==> config.mk <==
export PLATFORM = sky130hd
export DESIGN_NAME = frc_regs
export DESIGN_NICKNAME = d
export VERILOG_FILES = /design/src/pkg/frc_pkg.sv /design/src/rtl/frc_regs.sv /design/src/rtl/frc_susp_req.sv
export SDC_FILE = /design/constraint.sdc
export NUM_CORES = 1
export LEC_CHECK = 0
export BUFFER_PORTS_ARGS = -buffer_cell sky130_fd_sc_hd__buf_2
export CAP_MARGIN = 5
export CORE_ASPECT_RATIO = 1.25
export CORE_MARGIN = 5
export CORE_UTILIZATION = 51
export DETAILED_ROUTE_END_ITERATION = 10
export PLACE_DENSITY = 0.86
export SETUP_SLACK_MARGIN = 0.2
export SLEW_MARGIN = 20
export SYNTH_ARGS = -nofsm -noshare
export SYNTH_HDL_FRONTEND = slang
export SYNTH_SLANG_ARGS = --single-unit
==> constraint.sdc <==
create_clock -name mclk_i -period 2.4 [get_ports mclk_i]
set_input_delay 0.36 -clock mclk_i [delete_from_list [all_inputs] [get_ports mclk_i]]
set_output_delay 0.36 -clock mclk_i [all_outputs]
set_load 0.02 [all_outputs]
==> src/pkg/frc_pkg.sv <==
// shared constants and types for the flash rewrite control registers
package frc_pkg;

    // register bus widths
    localparam int FRC_AW = 16;
    localparam int FRC_DW = 8;

    // register byte addresses
    localparam logic [15:0] FRC_SUSP_ADDR = 16'h01B3;
    localparam logic [15:0] FRC_MODE_ADDR = 16'h01B5;
    localparam logic [15:0] FRC_MAIN_ADDR = 16'h01B7;

    // flash_main_control_status field positions
    localparam int FRC_MAIN_RDY = 0;
    localparam int FRC_MAIN_CPU = 1;
    localparam int FRC_MAIN_BLK01 = 2;
    localparam int FRC_MAIN_STOP = 3;
    localparam int FRC_MAIN_PERR = 6;
    localparam int FRC_MAIN_EERR = 7;

    // flash_mode_protect_control field positions
    localparam int FRC_MODE_EW1 = 1;
    localparam int FRC_MODE_B0 = 5;
    localparam int FRC_MODE_B1 = 6;
    localparam int FRC_MODE_ONE = 7;

    // flash_suspend_control field positions
    localparam int FRC_SUSP_EN = 0;
    localparam int FRC_SUSP_ERQ = 1;
    localparam int FRC_SUSP_PRQ = 2;
    localparam int FRC_SUSP_EIP = 3;
    localparam int FRC_SUSP_PIP = 4;
    localparam int FRC_SUSP_RDP = 6;
    localparam int FRC_SUSP_LPR = 7;

    // values after reset as read back
    localparam logic [7:0] FRC_MAIN_RST = 8'h01;
    localparam logic [7:0] FRC_MODE_RST = 8'h80;
    localparam logic [7:0] FRC_SUSP_RST = 8'h40;

    // sequencer operation state
    typedef enum logic [2:0] {
        FRC_IDLE = 3'b000,
        FRC_ERASE = 3'b001,
        FRC_ERASE_SUSP = 3'b010,
        FRC_PROG = 3'b011,
        FRC_PROG_SUSP = 3'b100
    } frc_state_e;

    // events from the command sequencer, one-cycle pulses except ack
    typedef struct packed {
        logic erase_start;
        logic program_start;
        logic erase_done;
        logic program_done;
        logic op_error;
        logic suspend_ack;
        logic clear_status;
    } frc_seq_s;

    // controls toward the flash array and sequencer
    typedef struct packed {
        logic cpu_rewrite_enable;
        logic interrupt_capable_rewrite_mode;
        logic block0_write_ok;
        logic block1_write_ok;
        logic erase_suspend_request;
        logic program_suspend_request;
        logic flash_stop;
        logic low_power_read_enable;
    } frc_ctl_s;

endpackage

==> src/rtl/frc_regs.sv <==
// flash rewrite control and status registers with suspend handling
`timescale 1ns/100ps
`default_nettype none
module frc_regs (
    input wire logic mclk_i,
    input wire logic rst_i,
    input wire logic ce_i,
    input wire logic [frc_pkg::FRC_AW-1:0] addr_i,
    input wire logic [frc_pkg::FRC_DW-1:0] wdata_i,
    input wire logic wr_i,
    input wire logic rd_i,
    input wire frc_pkg::frc_seq_s seq_i,
    input wire logic irq_i,
    output logic [frc_pkg::FRC_DW-1:0] rdata_o,
    output frc_pkg::frc_ctl_s ctl_o
);
    import frc_pkg::*;

    // next value of a block disable bit and its arm flag
    function automatic logic [1:0] dis_next(input logic cur, input logic arm,
                                            input logic wr, input logic val);
        logic [1:0] res;
        res = {cur, arm};
        if (wr) begin
            if (val) begin
                res = 2'h3;
            end else begin
                res = {cur & ~arm, 1'h0};
            end
        end
        return res;
    endfunction

    logic rewrite_en;
    logic blk01_en;
    logic stop_bit;
    logic perr;
    logic eerr;
    logic ew1;
    logic b0_dis;
    logic b1_dis;
    logic b0_arm;
    logic b1_arm;
    logic susp_en;
    logic lpr;
    frc_state_e state;
    frc_state_e next_state;
    logic erq;
    logic prq;
    logic next_erq;
    logic next_prq;

    // address decode of the three registers
    wire logic hit_main = addr_i == FRC_MAIN_ADDR;
    wire logic hit_mode = addr_i == FRC_MODE_ADDR;
    wire logic hit_susp = addr_i == FRC_SUSP_ADDR;
    wire logic wr_main = ce_i & wr_i & hit_main;
    wire logic wr_mode = ce_i & wr_i & hit_mode;
    wire logic wr_susp = ce_i & wr_i & hit_susp;
    // mode register writes need rewrite mode
    wire logic wr_mode_ok = wr_mode & rewrite_en;

    // rewrite mode and the bits it forces clear
    wire logic next_rewrite_en = wr_main ? wdata_i[FRC_MAIN_CPU] : rewrite_en;
    wire logic next_blk01 = ~next_rewrite_en ? 1'h0 :
        (wr_main & rewrite_en) ? wdata_i[FRC_MAIN_BLK01] : blk01_en;
    wire logic next_ew1 = ~next_rewrite_en ? 1'h0 :
        wr_mode_ok ? wdata_i[FRC_MODE_EW1] : ew1;
    wire logic [1:0] b0_pair = dis_next(b0_dis, b0_arm, wr_mode_ok,
                                         wdata_i[FRC_MODE_B0]);
    wire logic [1:0] b1_pair = dis_next(b1_dis, b1_arm, wr_mode_ok,
                                         wdata_i[FRC_MODE_B1]);
    wire logic next_b0 = next_rewrite_en & b0_pair[1];
    wire logic next_b1 = next_rewrite_en & b1_pair[1];
    wire logic next_b0_arm = next_rewrite_en & b0_pair[0];
    wire logic next_b1_arm = next_rewrite_en & b1_pair[0];

    // stop bit stores always but acts only in rewrite mode
    wire logic next_stop = wr_main ? wdata_i[FRC_MAIN_STOP] : stop_bit;
    wire logic flash_reset = stop_bit & rewrite_en;

    // error flags: a failing completion wins over a clear
    wire logic perr_set = seq_i.program_done & seq_i.op_error;
    wire logic eerr_set = seq_i.erase_done & seq_i.op_error;
    wire logic next_perr = perr_set | (perr & ~seq_i.clear_status);
    wire logic next_eerr = eerr_set | (eerr & ~seq_i.clear_status);

    // suspend control fields
    wire logic next_susp_en = wr_susp ? wdata_i[FRC_SUSP_EN] : susp_en;
    wire logic next_lpr = wr_susp ? wdata_i[FRC_SUSP_LPR] : lpr;

    // operation status derived from the state
    wire logic erase_act = state == FRC_ERASE || state == FRC_ERASE_SUSP;
    wire logic prog_act = state == FRC_PROG || state == FRC_PROG_SUSP;
    wire logic ready = state == FRC_IDLE;
    wire logic rd_perm = state != FRC_ERASE && state != FRC_PROG;
    wire logic win_e = susp_en & erase_act & ~seq_i.erase_done;
    wire logic win_p = susp_en & prog_act & ~seq_i.program_done;

    // operation tracking with suspend
    always_comb begin
        next_state = state;
        if (flash_reset) begin
            next_state = FRC_IDLE;
        end else begin
            unique case (state)
                FRC_IDLE: begin
                    if (seq_i.erase_start) begin
                        next_state = FRC_ERASE;
                    end else if (seq_i.program_start) begin
                        next_state = FRC_PROG;
                    end
                end
                FRC_ERASE: begin
                    if (seq_i.erase_done) begin
                        next_state = FRC_IDLE;
                    end else if (erq & seq_i.suspend_ack) begin
                        next_state = FRC_ERASE_SUSP;
                    end
                end
                FRC_ERASE_SUSP: begin
                    if (seq_i.erase_done) begin
                        next_state = FRC_IDLE;
                    end else if (~erq) begin
                        next_state = FRC_ERASE;
                    end
                end
                FRC_PROG: begin
                    if (seq_i.program_done) begin
                        next_state = FRC_IDLE;
                    end else if (prq & seq_i.suspend_ack) begin
                        next_state = FRC_PROG_SUSP;
                    end
                end
                FRC_PROG_SUSP: begin
                    if (seq_i.program_done) begin
                        next_state = FRC_IDLE;
                    end else if (~prq) begin
                        next_state = FRC_PROG;
                    end
                end
                default: begin
                    next_state = FRC_IDLE;
                end
            endcase
        end
    end

    // erase suspend request bit
    frc_susp_req u_erq (
        .mclk_i(mclk_i),
        .rst_i(rst_i),
        .ce_i(ce_i),
        .window_i(win_e),
        .wr_i(wr_susp),
        .wval_i(wdata_i[FRC_SUSP_ERQ]),
        .ew1_i(ew1),
        .irq_i(irq_i),
        .req_o(erq),
        .next_req_o(next_erq)
    );

    // program suspend request bit
    frc_susp_req u_prq (
        .mclk_i(mclk_i),
        .rst_i(rst_i),
        .ce_i(ce_i),
        .window_i(win_p),
        .wr_i(wr_susp),
        .wval_i(wdata_i[FRC_SUSP_PRQ]),
        .ew1_i(ew1),
        .irq_i(irq_i),
        .req_o(prq),
        .next_req_o(next_prq)
    );

    // read-back images; ready/busy has no write path
    wire logic [7:0] img_main = {eerr, perr, 2'h0, stop_bit, blk01_en,
                                 rewrite_en, ready};
    wire logic [7:0] img_mode = {1'h1, b1_dis, b0_dis, 3'h0, ew1,
                                 1'h0};
    wire logic [7:0] img_susp = {lpr, rd_perm, 1'h0, prog_act, erase_act,
                                 prq, erq, susp_en};
    wire logic [7:0] rd_mux = hit_main ? img_main :
                              hit_mode ? img_mode :
                              hit_susp ? img_susp : 8'h00;

    // register state
    always_ff @(posedge mclk_i) begin
        if (rst_i) begin
            rewrite_en <= 1'h0;
            blk01_en <= 1'h0;
            stop_bit <= 1'h0;
            perr <= 1'h0;
            eerr <= 1'h0;
            ew1 <= 1'h0;
            b0_dis <= 1'h0;
            b1_dis <= 1'h0;
            b0_arm <= 1'h0;
            b1_arm <= 1'h0;
            susp_en <= 1'h0;
            lpr <= 1'h0;
            state <= FRC_IDLE;
        end else if (ce_i) begin
            rewrite_en <= next_rewrite_en;
            blk01_en <= next_blk01;
            stop_bit <= next_stop;
            perr <= next_perr;
            eerr <= next_eerr;
            ew1 <= next_ew1;
            b0_dis <= next_b0;
            b1_dis <= next_b1;
            b0_arm <= next_b0_arm;
            b1_arm <= next_b1_arm;
            susp_en <= next_susp_en;
            lpr <= next_lpr;
            state <= next_state;
        end
    end

    // read data stands only in the cycle after the strobe
    always_ff @(posedge mclk_i) begin
        if (rst_i) begin
            rdata_o <= 8'h00;
        end else if (ce_i) begin
            rdata_o <= rd_i ? rd_mux : 8'h00;
        end
    end

    // registered controls toward the flash
    always_ff @(posedge mclk_i) begin
        if (rst_i) begin
            ctl_o <= '0;
        end else if (ce_i) begin
            ctl_o.cpu_rewrite_enable <= next_rewrite_en;
            ctl_o.interrupt_capable_rewrite_mode <= next_ew1;
            ctl_o.block0_write_ok <= next_blk01 & ~next_b0;
            ctl_o.block1_write_ok <= next_blk01 & ~next_b1;
            ctl_o.erase_suspend_request <= next_erq;
            ctl_o.program_suspend_request <= next_prq;
            ctl_o.flash_stop <= next_stop & next_rewrite_en;
            ctl_o.low_power_read_enable <= next_lpr;
        end
    end
endmodule
`default_nettype wire

==> src/rtl/frc_susp_req.sv <==
// one suspend request bit with its write window and interrupt auto-set
`timescale 1ns/100ps
`default_nettype none
module frc_susp_req (
    input wire logic mclk_i,
    input wire logic rst_i,
    input wire logic ce_i,
    input wire logic window_i,
    input wire logic wr_i,
    input wire logic wval_i,
    input wire logic ew1_i,
    input wire logic irq_i,
    output logic req_o,
    output logic next_req_o
);

    // interrupt set wins over a software write of 0
    wire logic auto_set = ew1_i & irq_i;
    // interrupt-capable mode accepts only 0 from software
    wire logic sw_take = wr_i & (~ew1_i | ~wval_i);

    // outside the window the bit clears at the next enabled clock
    assign next_req_o = ~window_i ? 1'h0 :
                        auto_set ? 1'h1 :
                        sw_take ? wval_i : req_o;

    // request flop
    always_ff @(posedge mclk_i) begin
        if (rst_i) begin
            req_o <= 1'h0;
        end else if (ce_i) begin
            req_o <= next_req_o;
        end
    end

endmodule
`default_nettype wire

* Yosys cells after proc, flatten, opt, wreduce, memory -nomap -nowiden
Cells that the tools add are included.
** Cells by class
- Bitwise logic cells :: 43
- Equal/unequal tests :: 17
- Reductions and logical operators :: 9
- Multiplexer cells :: 33
** Operators by type and width (count)
- $eq 16x9->1 const B :: 3
- $mux 3 :: 11
- $mux 8 :: 4
- $and 1x1->1 :: 29
- $pmux 3 s5 :: 1
- $mux 1 :: 13
- $ne 4x4->1 const B :: 3
- $not 1->1 :: 10
- $mux 2 :: 4
- $ne 4x3->1 const B :: 2
- $reduce_and 2->1 :: 4
- $eq 3x2->1 const B :: 2
- $ne 3x3->1 const B :: 2
- $reduce_and 6->1 :: 1
- $or 1x1->1 :: 4
- $eq 3x1->1 const B :: 1
- $eq 3x3->1 const B :: 1
- $logic_not 3->1 :: 1
- $ne 3x1->1 const B :: 1
- $ne 3x2->1 const B :: 1
- $logic_or 1x1->1 :: 2
- $ne 2x2->1 const B :: 1
- $logic_and 1x1->1 :: 1
** Word-level totals
- Output and inout bits :: 16
- Register bits :: 28
- Input bits :: 37
- Logic and storage cells :: 121

* Longest topological paths before layout
Gate-level depths: netlist (run 1).
- Word-level depth :: 7
- Gate-level depth with buffers :: 7
- Mapped depth without buffers :: 6

* Modules after synthesis
From an unflattened synthesis (run 1), not the netlist that was laid out.
** Second synthesis, totals
- Cell total of the unflattened synthesis :: 222
- Area, all modules :: 1800.5 um^2
** Modules (own cells, without submodules)
- frc_regs :: area an instance 1630.3 um^2, sequential area each 560.5 um^2, cells an instance 202, instances 1
- frc_susp_req :: area an instance 85.1 um^2, sequential area each 20.0 um^2, cells an instance 10, instances 2

* Worst setup path before layout (run 1)
OpenSTA, ideal clock, no wires.
- Path type :: input to register
- From :: input port addr_i[11] in the netlist's numbering
- To :: register b0_arm
- Stages :: 7
- Data required time :: 2343 ps
- Library setup time :: 57 ps
- Setup slack :: 540 ps
- Data arrival time :: 1802 ps
- Path buffers :: 1
- Cell sequence :: nor4_4 nand4_4 buf_6 or3_4 nor3_2 a22o_1 a31o_2
** Between the ends
- Word-level cells in the longest chain between the ends :: 5
- Elaborated cells between the ends (all ways) :: 8
- Those cells by class :: eq/ne (2); mux (2); bitwise (4)
** Ends and longest elaborated chain
- start: declaration :: line frc_regs.sv:8 : input wire logic [frc_pkg::FRC_AW-1:0] addr_i,
- $eq 16x9->1 :: line frc_regs.sv:55 : wire logic hit_mode = addr_i == FRC_MODE_ADDR;
- $and 1x1->1 :: line frc_regs.sv:58 : wire logic wr_mode = ce_i & wr_i & hit_mode;
- $and 1x1->1 :: line frc_regs.sv:61 : wire logic wr_mode_ok = wr_mode & rewrite_en;
- $mux 2 :: line frc_regs.sv:24 : if (wr) begin
- $and 1x1->1 * :: line frc_regs.sv:75 : wire logic next_b0_arm = next_rewrite_en & b0_pair[0];
- end signal: assignment :: line frc_regs.sv:213 : b0_arm <= next_b0_arm;
- end: declaration :: line frc_regs.sv:42 : logic b0_arm;
Mark *: on every way between the ends. The rest lies on a longest branch, timed or not.
A chain may end at the register's enable or synchronous reset.

* Final worst setup path (run 1)
- From :: input port addr_i[11] in the netlist's numbering
- To :: register b1_arm
** Between the ends
- Word-level cells in the longest chain between the ends :: 5
- Elaborated cells between the ends (all ways) :: 8
- Those cells by class :: eq/ne (2); mux (2); bitwise (4)
** Ends and longest elaborated chain
- $eq 16x9->1 :: line frc_regs.sv:55
- $and 1x1->1 :: line frc_regs.sv:58
- $and 1x1->1 :: line frc_regs.sv:61
- $mux 2 :: line frc_regs.sv:24
- $and 1x1->1 * :: line frc_regs.sv:76 : wire logic next_b1_arm = next_rewrite_en & b1_pair[0];
- end signal: assignment :: line frc_regs.sv:214 : b1_arm <= next_b1_arm;
- end: declaration :: line frc_regs.sv:43 : logic b1_arm;
Marked as above.

==> metrics.txt, run 1 <==
logic gate share of total power 12.5%; final worst slack 0.466 ns; Max rail drop VDD 0.000378 V; Synth Flop Type dfxtp_1; Synth area leaders dfxtp_1 33%, a21oi_1 6.2%, nand2_1 6.2%; # setup viols final 0; Worst Setup SP addr_i[11]; status finished, final reports clean; hold buffer count at cts 0; via count 1699; mapped cell area 1700 sq um; CP endpoint b1_arm; number of distinct library cells after synthesis 51; Root Driver clkbuf_8; flop-to-flop setup slack 0.66 ns; Routed met3 length 259 microns; post_cts resized 0; met2 wire length 2290 microns; Post-synth top cells 28 x dfxtp_1, 28 x nand2_1, 22 x nor2_1; minimum clock period 1.93 ns; Place WS 0.192 ns; Slew Limit Fails 0; crit path DAT 2.11 ns; met1 wire length 1720 microns; Die ar. 4600 sq um; register area share after synthesis 33.0%; Max Fclk 0.517 GHz; Initial Utilization 52.8%; Slew HR 64.3%; Pre-Repair DR Iteration Count 4; cell taking the most area after synthesis dfxtp_1; RR Endpoint state[1]; Hold Slack 0.317 ns; Post-Synthesis Cells 211; IO Pins 53; ant diodes 0; setup bufs post-CTS 0; max-cap check violation count 0; hpwl dp 3340 microns; NetSw 0.000232 W; WP buf/inv 1; vias in the first global route 1636; synthesis warning total 0; Core Util, Final 61.9%; P&R area growth vs syn 17.3%; Worst-path clk slew 0.10 ns; share of cells above drive strength 1 28.4%; drt wl/cell 15.1 microns; GRT Util Overall 20.1%; dpl cells 283; Clock Path Buffers 2; crit path capture type flop; Reg2Reg Depth 6; Crit. path cell count 7; Rows 23; Vias/cell 5.92; number of synthesized flops with an enable pin 0; H-tree depth 1; Clock Power Share 38.4%; final worst-path cycle share 80.6%; critical path startpoint category primary input; Flop pwr share 49.1%; crit path kind in -> reg; Worst path top cell family by delay simple AND/OR/NAND/NOR gates; crit-path cells buf_2, nor4_4, nand4_4, nor3_4, mux2i_1, nor2_1, a31o_2; initial antenna violation count 0; Fin. Hold Viols 0; RSZ-0062 raised after global routing no; final antenna-violating net count 0; top layer in use met4; internal power 0.000744 W; crit path max fanout 12; CTS buffer count 3; die height 74.6 microns; Slew @ Worst Pin 0.535 ns; Slowest-stage cell, CP mux2i_1; # DRC 0; Final Net Count 288; Avg Cell Area, Syn 8.06 sq um; CTS tree built; core outline area 3220 sq um; fraction of power spent switching nets 23.8%; non-filler cells, final 287; synthesis-stage register bit count 28; pin count of the biggest net entering global routing 29; worst hold path class in -> reg; largest stage delay on the critical path 0.34 ns; first-pass GRT wire length 7070 microns; Post-Syn Nets 248; Final TNS setup 0 ns; Synth top area share 33.0%; Synth async-reset ratio 0%; power density cells 489 nW/um^2; aggregate routed wire length 4330 microns; CTS sink count 28; Layout Skew 0.00636 ns; Routability Congestion 0.869; WP data required 2.58 ns; Die Wd 61.6 microns; reg2reg start ctl_o[7]; leakage 0.827 nW; later-pin clock latency in the skew report 0.28 ns; Initial DRC Count 102; IO Port Bufs 51; global route total overflow 0
-- how the worst min path moves through the flow --
| stage | from | end | slack [ns] | depth (start not counted) |
|---|---|---|---|---|
| 6_report | wdata_i[0] | susp_en | 0.32 | 3 |
| 3_3_place_gp | ctl_o[4] | ctl_o[4] | 0.43 | 1 |
| 4_1_cts | wdata_i[0] | susp_en | 0.32 | 3 |
| 2_1_floorplan | perr | perr | 0.45 | 2 |
| 5_1_grt | wdata_i[3] | stop_bit | 0.36 | 3 |
| 3_5_place_dp | ctl_o[5] | ctl_o[5] | 0.44 | 1 |
-- power groups by stage --
stage | sequential, W | combinational, W | clock (W)
2_1_floorplan | 0.000483 | 0.0000733 | 0
3_3_place_gp | 0.000490 | 0.000120 | 0
3_5_place_dp | 0.000490 | 0.000121 | 0
4_1_cts | 0.000479 | 0.000122 | 0.000381
5_1_grt | 0.000480 | 0.000136 | 0.000400
6_report | 0.000479 | 0.000122 | 0.000374
-- worst register-to-register path, cell delays in order, from the launching register on --
cell,delay (ns)
dfxtp_1,0.60
nand2_1,0.19
nor4b_1,0.20
a21oi_1,0.19
a21bo_2,0.26
a21oi_1,0.14
nor2_1,0.05
-- sequential cells by signal (all words and copies together) (netlist names) --
register / flops
blk01_en: 1
b1_arm: 1
stop_bit: 1
b0_arm: 1
rdata_o: 8
state: 3
ctl_o: 6
b0_dis: 1
eerr: 1
susp_en: 1
perr: 1
u_erq.req_o: 1
b1_dis: 1
u_prq.req_o: 1
-- per-layer routing --
metal  up-vias  GRT usage [%]
met5         -              0
met1       789           23.9
met3         6           2.26
met4         0           8.73
met2        47           35.5
li1        857              -
-- cell families after synthesis --
family | after synthesis | share of synthesized area (%)
xor+xnor | 1 | 0.515
compound gates | 62 | 24.3
flops | 28 | 33.0
simple gates | 90 | 31.1
mux | 8 | 4.78
buf+inv | 22 | 6.40
-- through the flow --
stage | area (sq um) | power (W)
after floorplan | 1700 | 0.000557
after global placement | 1920 | 0.000609
after detailed placement | 1920 | 0.000611
after CTS | 1990 | 0.000982
after global routing | 1990 | 0.00102
final | 1990 | 0.000976
-- cell type report --
type / count / area [sq um]
tap: 37 / 46.3
clock buffer: 3 / 41.3
multi-input combinational: 161 / 1030
timing repair buffer: 53 / 270
clock inverter: 1 / 30.0
inverter: 4 / 15.0
fill: 310 / 1230
sequential: 28 / 561
-- cell usage in the layout (no fill, tap or decap), types with 3 or more instances in the layout --
cell and n:
a32oi_1 3, a31oi_1 3, nand2_1 28, clkbuf_8 3, nor4b_1 3, mux2i_1 7, nand4_1 4, o21ai_0 7
a21o_1 3, a21oi_1 21, dfxtp_1 28, inv_1 4, nor2_1 22, or3_1 3, a211oi_1 4, buf_2 51
nand3_1 7, nor3_4 3, a22oi_1 3
Note: power is estimated with default switching activity, not from simulation.
==> run 2: changes to the inputs <==
ABC_AREA = 1   (was unset)
PLACE_DENSITY = 0.85   (was 0.86)
clock period = 1.86 ns   (was 2.4 ns; I/O delays follow)
==> run 2 against run 1 <==
  * Die area grew 1.8%
  * Flip-flop and latch count is the same
  * Critical path depth grew 4
  * Global-route usage shrank 0.98 points
  * Clock-buffer cell count grew 1
  * Utilization grew 1.6 points
  * Non-clock buffer count grew 3
  * Clock skew is essentially flat
  * First-iteration DRC count grew 19%
  * Sequential power grew 30%
  * Worst hold slack lost 0.076 ns
  * Power grew 25%
  * Critical endpoint is now state[1]
==> metrics.txt, run 2 <==
P&R area growth vs syn 19.0%; Clock Path Buffers 2; Post-synth top cells 73 x nand2_1, 31 x inv_1, 29 x nor2_1; worst hold path class in -> reg; mapped cell area 1740 sq um; final worst-path cycle share 79.7%; cell taking the most area after synthesis dfxtp_1; synthesis warning total 0; setup bufs post-CTS 0; drt wl/cell 12.1 microns; via count 1901; Vias/cell 5.27; crit path max fanout 6; Post-Synthesis Cells 275; register area share after synthesis 32.3%; Initial Utilization 53.4%; Largest Register rdata_o; dpl cells 357; Rows 23; Avg Cell Area, Syn 6.31 sq um; Worst-path clk slew 0.10 ns; Final Net Count 362; pin count of the biggest net entering global routing 16; share of cells above drive strength 1 25.3%; initial antenna violation count 0; power density cells 589 nW/um^2; IO Pins 53; commonest cells after routing, fill and taps aside 73 x nand2_1, 51 x buf_2, 31 x inv_1; WP data required 2.04 ns; status finished, final reports clean; CTS tree built; global route total overflow 0; Clock Power Share 31.5%; non-filler cells, final 361; CTS sink count 28; crit path capture type flop; synthesis-stage register bit count 28; Final TNS setup 0 ns; # setup viols final 0; most common cell after layout, fill and taps aside nand2_1; register area 561 sq um; ant diodes 0; RSZ-0062 raised after global routing no; Root Driver clkbuf_8; IO Port Bufs 51; max-cap check violation count 0; later-pin clock latency in the skew report 0.28 ns; number of synthesized flops with an enable pin 0; Synth top area share 32.3%; crit path kind reg -> reg; number of distinct library cells after synthesis 26; Die ar. 4680 sq um; Slew @ Worst Pin 0.404 ns; H-tree depth 1; NetSw 0.000338 W; most frequent cell after synthesis nand2_1; fraction of power spent switching nets 27.8%; Max Fclk 0.675 GHz; leakage 0.974 nW; Routability Congestion 0.962; Pre-Repair DR Iteration Count 4; internal power 0.000879 W; # DRC 0; Slew HR 73.1%; Die Wd 62.2 microns; Initial DRC Count 121; Post-Syn Nets 312; Layout Skew 0.00655 ns; logic gate share of total power 17.2%; Synth area leaders dfxtp_1 32%, nand2_1 16%, nand3_1 7.8%; Synth Flop Type dfxtp_1; critical path startpoint category flop; final antenna-violating net count 0; Flop pwr share 51.3%; aggregate routed wire length 4360 microns; Largest register FFs 8; first-pass GRT wire length 7370 microns; vias in the first global route 1747; Max rail drop VDD 0.000440 V; Fin. Hold Viols 0; biggest regs rdata_o: 8 flops, ctl_o: 6 flops, state: 3 flops; GRT Util Overall 19.1%; die height 75.2 microns; CTS buffer count 3; minimum clock period 1.48 ns; crit path DAT 1.66 ns; Slew Limit Fails 0; Fill cells 332; hpwl dp 3490 microns; core outline area 3250 sq um; Multi-input gate area 987 sq um; Synth async-reset ratio 0%
-- run 2: changes by cell type after synthesis, sizes merged, moves of 4 or more --
| cell | delta |
|---|---|
| clkbuf | -8 |
| nor2 | +16 |
| or3 | -4 |
| a21oi | +4 |
| mux2i | -7 |
| nand2 | +50 |
| a211oi | -4 |
| inv | +29 |
| o21ai | +10 |
| nand3 | +21 |
-- run 2: what timing repair did --
action,CTS,global route
setup endpoints to repair,0,1
resized for setup,0,1
hold buffers,0,0
-- run 2: final cells by class --
class,count,area share [%]
clock buffer,4,2.67
inverter,33,6.00
sequential,28,27.1
timing repair buffer,56,14.2
multi-input combinational,203,47.8
tap,37,2.24
-- run 2: critical path, stage by stage (launching register included) --
cell and delay, ns:
dfxtp_1 0.45, nand2_1 0.17, nand2_1 0.11, nor2_1 0.06, o21ai_0 0.06, o21ai_0 0.12, nor2_1 0.09, nand2_1 0.08
inv_2 0.09, nand2_1 0.05, nand2_1 0.06, nor2_1 0.04
-- run 2: power by group through the flow --
stage / Clock [W] / Sequential (W) / Combinational [W]
finish: 0.000383 / 0.000625 / 0.000209
global route: 0.000405 / 0.000626 / 0.000238
CTS: 0.000382 / 0.000624 / 0.000207
detailed placement: 0 / 0.000638 / 0.000206
global placement: 0 / 0.000638 / 0.000203
floorplan: 0 / 0.000635 / 0.000128
-- run 2: metal layers --
layer  up-vias  part of all wire, %  global-route usage, %  routed length (microns)
met2        72                   48                   34.4                     2100
met1       839                   42                   22.8                     1840
met3         9                  7.9                   3.58                      344
li1        981                    -                      -                        -
met5         -                    0                      0                        0
met4         0                  1.8                   6.99                       79
-- run 2: path summary, 6_finish.rpt --
check	to	cells after the start	from	slack, ns
setup reg to reg	state[1]	11	ctl_o[7]	0.38
setup / recovery	state[1]	11	ctl_o[7]	0.38
hold / removal	ctl_o[0]	3	wdata_i[7]	0.24
hold reg to reg	rdata_o[5]	2	rdata_o[5]	0.47
-- run 2: cells by family after synthesis --
logic type             count (synthesis)  synth area share (%)
buffers and inverters                 44                  11.1
AOI/OAI and AO/OA                     47                  14.7
and+or+nand+nor                      156                  41.9
DFF                                   28                  32.3
-- run 2: through the flow --
step / setup slack, ns / cell area [sq um] / power, W / utilization (%) / hold slack (ns)
3_5_place_dp: 0.265 / 2010 / 0.000845 / 61.7 / 0.452
2_1_floorplan: 0.553 / 1740 / 0.000763 / - / 0.348
4_1_cts: 0.327 / 2060 / 0.00121 / 63.4 / 0.246
3_3_place_gp: 0.309 / 2010 / 0.000841 / 61.7 / 0.450
6_report: 0.378 / 2070 / 0.00122 / 63.5 / 0.242
5_1_grt: 0.214 / 2070 / 0.00127 / 63.5 / 0.241
==> run 3: changes to the inputs <==
clock period = 1.5 ns   (was 1.86 ns; I/O delays follow)
==> run 3 against run 2 <==
  * Global-route usage increased by 0.78 points
  * Routed wire length is 12% higher
  * Clock power increased by 22%
  * Clock-buffer cell count stayed put
  * Register-to-register slack got worse by 0.29 ns
  * First-iteration DRC count is 33% lower
  * Flip-flop and latch count did not move
  * Sequential power rose by 25%
  * Die area unchanged
  * Power increased by 26%
  * Largest cell class unchanged
==> metrics.txt, run 3 (synthesized netlist as in run 2, its figures left out) <==
critical path startpoint category flop; GRT Util Overall 19.9%; later-pin clock latency in the skew report 0.28 ns; Vias/cell 5.41; Max Fclk 0.709 GHz; minimum clock period 1.41 ns; Final TNS setup 0 ns; Layout Skew 0.0111 ns; worst hold path class in -> reg; Root Driver clkbuf_8; flop-to-flop setup slack 0.09 ns; power density cells 693 nW/um^2; # setup viols final 0; Rows 23; Worst Hold Launch wdata_i[7]; placed instance area 2030 sq um; max-cap check violation count 0; CTS tree built; Largest Register rdata_o; first-pass GRT wire length 7600 microns; Final Cell Area 2200 sq um; RR Endpoint state[2]; GRT busiest layer met2; status finished, final reports clean; global route total overflow 0; Initial DRC Count 81; crit path DAT 1.59 ns; Routability Congestion 0.964; core outline area 3250 sq um; Clock Path Buffers 2; Slew HR 82.4%; crit path kind reg -> reg; aggregate routed wire length 4900 microns; Die ar. 4680 sq um; ant diodes 0; Slew @ Worst Pin 0.265 ns; CTS sink count 28; via count 1998; Final Net Count 370; Worst-path clk slew 0.10 ns; met1 global-route usage 21.7%; crit path capture type flop; Place WS 0.0113 ns; Pre-Repair DR Iteration Count 4; RSZ-0062 raised after global routing yes; # DRC 0; Fin. Hold Viols 0; Reg2Reg Depth 11; IO Pins 53; vias in the first global route 1744; overall power 0.00153 W; initial antenna violation count 0; GR Util met2 37.2%; crit path max fanout 5; CTS buffer count 3; final antenna-violating net count 0; P&R area growth vs syn 27.0%; final worst slack 0.0886 ns; reg2reg start state[0]; Core Util, Final 67.8%; share of cells above drive strength 1 31.3%; Max rail drop VDD 0.000769 V; drt wl/cell 13.3 microns; met3 usage 4.78%; IO Port Bufs 51; pin count of the biggest net entering global routing 16; Largest register FFs 8; Initial Utilization 53.4%; WHS Path Cells 3; commonest cells after routing, fill and taps aside 70 x nand2_1, 51 x buf_2, 28 x inv_1, 28 x nor2_1, 26 x nand3_1; biggest regs rdata_o: 8 flops, ctl_o: 6 flops, state: 3 flops; Die Wd 62.2 microns; hpwl dp 3490 microns; WP data required 1.68 ns; Fill cells 280; most common cell after layout, fill and taps aside nand2_1; H-tree depth 1; final worst-path cycle share 94.1%; die height 75.2 microns; leakage 1.03 nW; Slew Limit Fails 0; WHS Endpoint ctl_o[0]
run 3: where the power goes:
part           switching (W)  total [W]  internal (W)
combinational       0.000177   0.000284      0.000106
sequential         0.0000185   0.000779      0.000760
clock               0.000231   0.000466      0.000235
run 3: metrics by stage:
step                instances  hold WS (ns)
floorplan                 275         0.294
global placement          358         0.450
detailed placement        358         0.452
CTS                       364         0.185
global route              369         0.183
finish                    369         0.183
run 3: cell type report:
| type | count | area (sq um) | area share (%) |
|---|---|---|---|
| Clock buffer | 4 | 55.1 | 2.50 |
| Inverter | 33 | 124 | 5.62 |
| Multi-Input combinational cell | 203 | 1030 | 46.6 |
| Sequential cell | 28 | 569 | 25.8 |
| Tap cell | 37 | 46.3 | 2.10 |
| Timing Repair Buffer | 64 | 383 | 17.4 |
run 3: per-layer routing:
layer / up-vias / wire (microns)
li1: 999 / -
met1: 910 / 1960
met2: 79 / 2450
met3: 10 / 389
met4: 0 / 102
met5: - / 0
run 3: worst max-delay path by stage:
stage / start / end / cells after the start
floorplan: addr_i[15] / blk01_en / 9
global placement: addr_i[15] / b0_dis / 11
detailed placement: addr_i[13] / ctl_o[5] / 11
CTS: state[0] / u_erq.req_o / 9
global route: state[0] / state[1] / 12
finish: state[0] / state[2] / 11
run 3: what timing repair did:
| action | CTS | global route |
|---|---|---|
| gates resized for setup | 16 | 6 |
| endpoints found under the setup margin | 8 | 14 |
| pin swaps | 8 | 13 |
| gates cloned | 0 | 1 |
| setup buffers | 2 | 4 |
| hold buffers | 0 | 0 |
run 3: worst max-delay path: stages (launching register included):
cell and delay (ns):
dfxtp_2 0.35, inv_2 0.06, nor2_4 0.13, nand2_1 0.07, nor2_1 0.11, o21ai_1 0.11, o21ai_1 0.12, nor2_1 0.06
nand2_1 0.10, inv_2 0.06, nor2_1 0.09, nor2_1 0.05
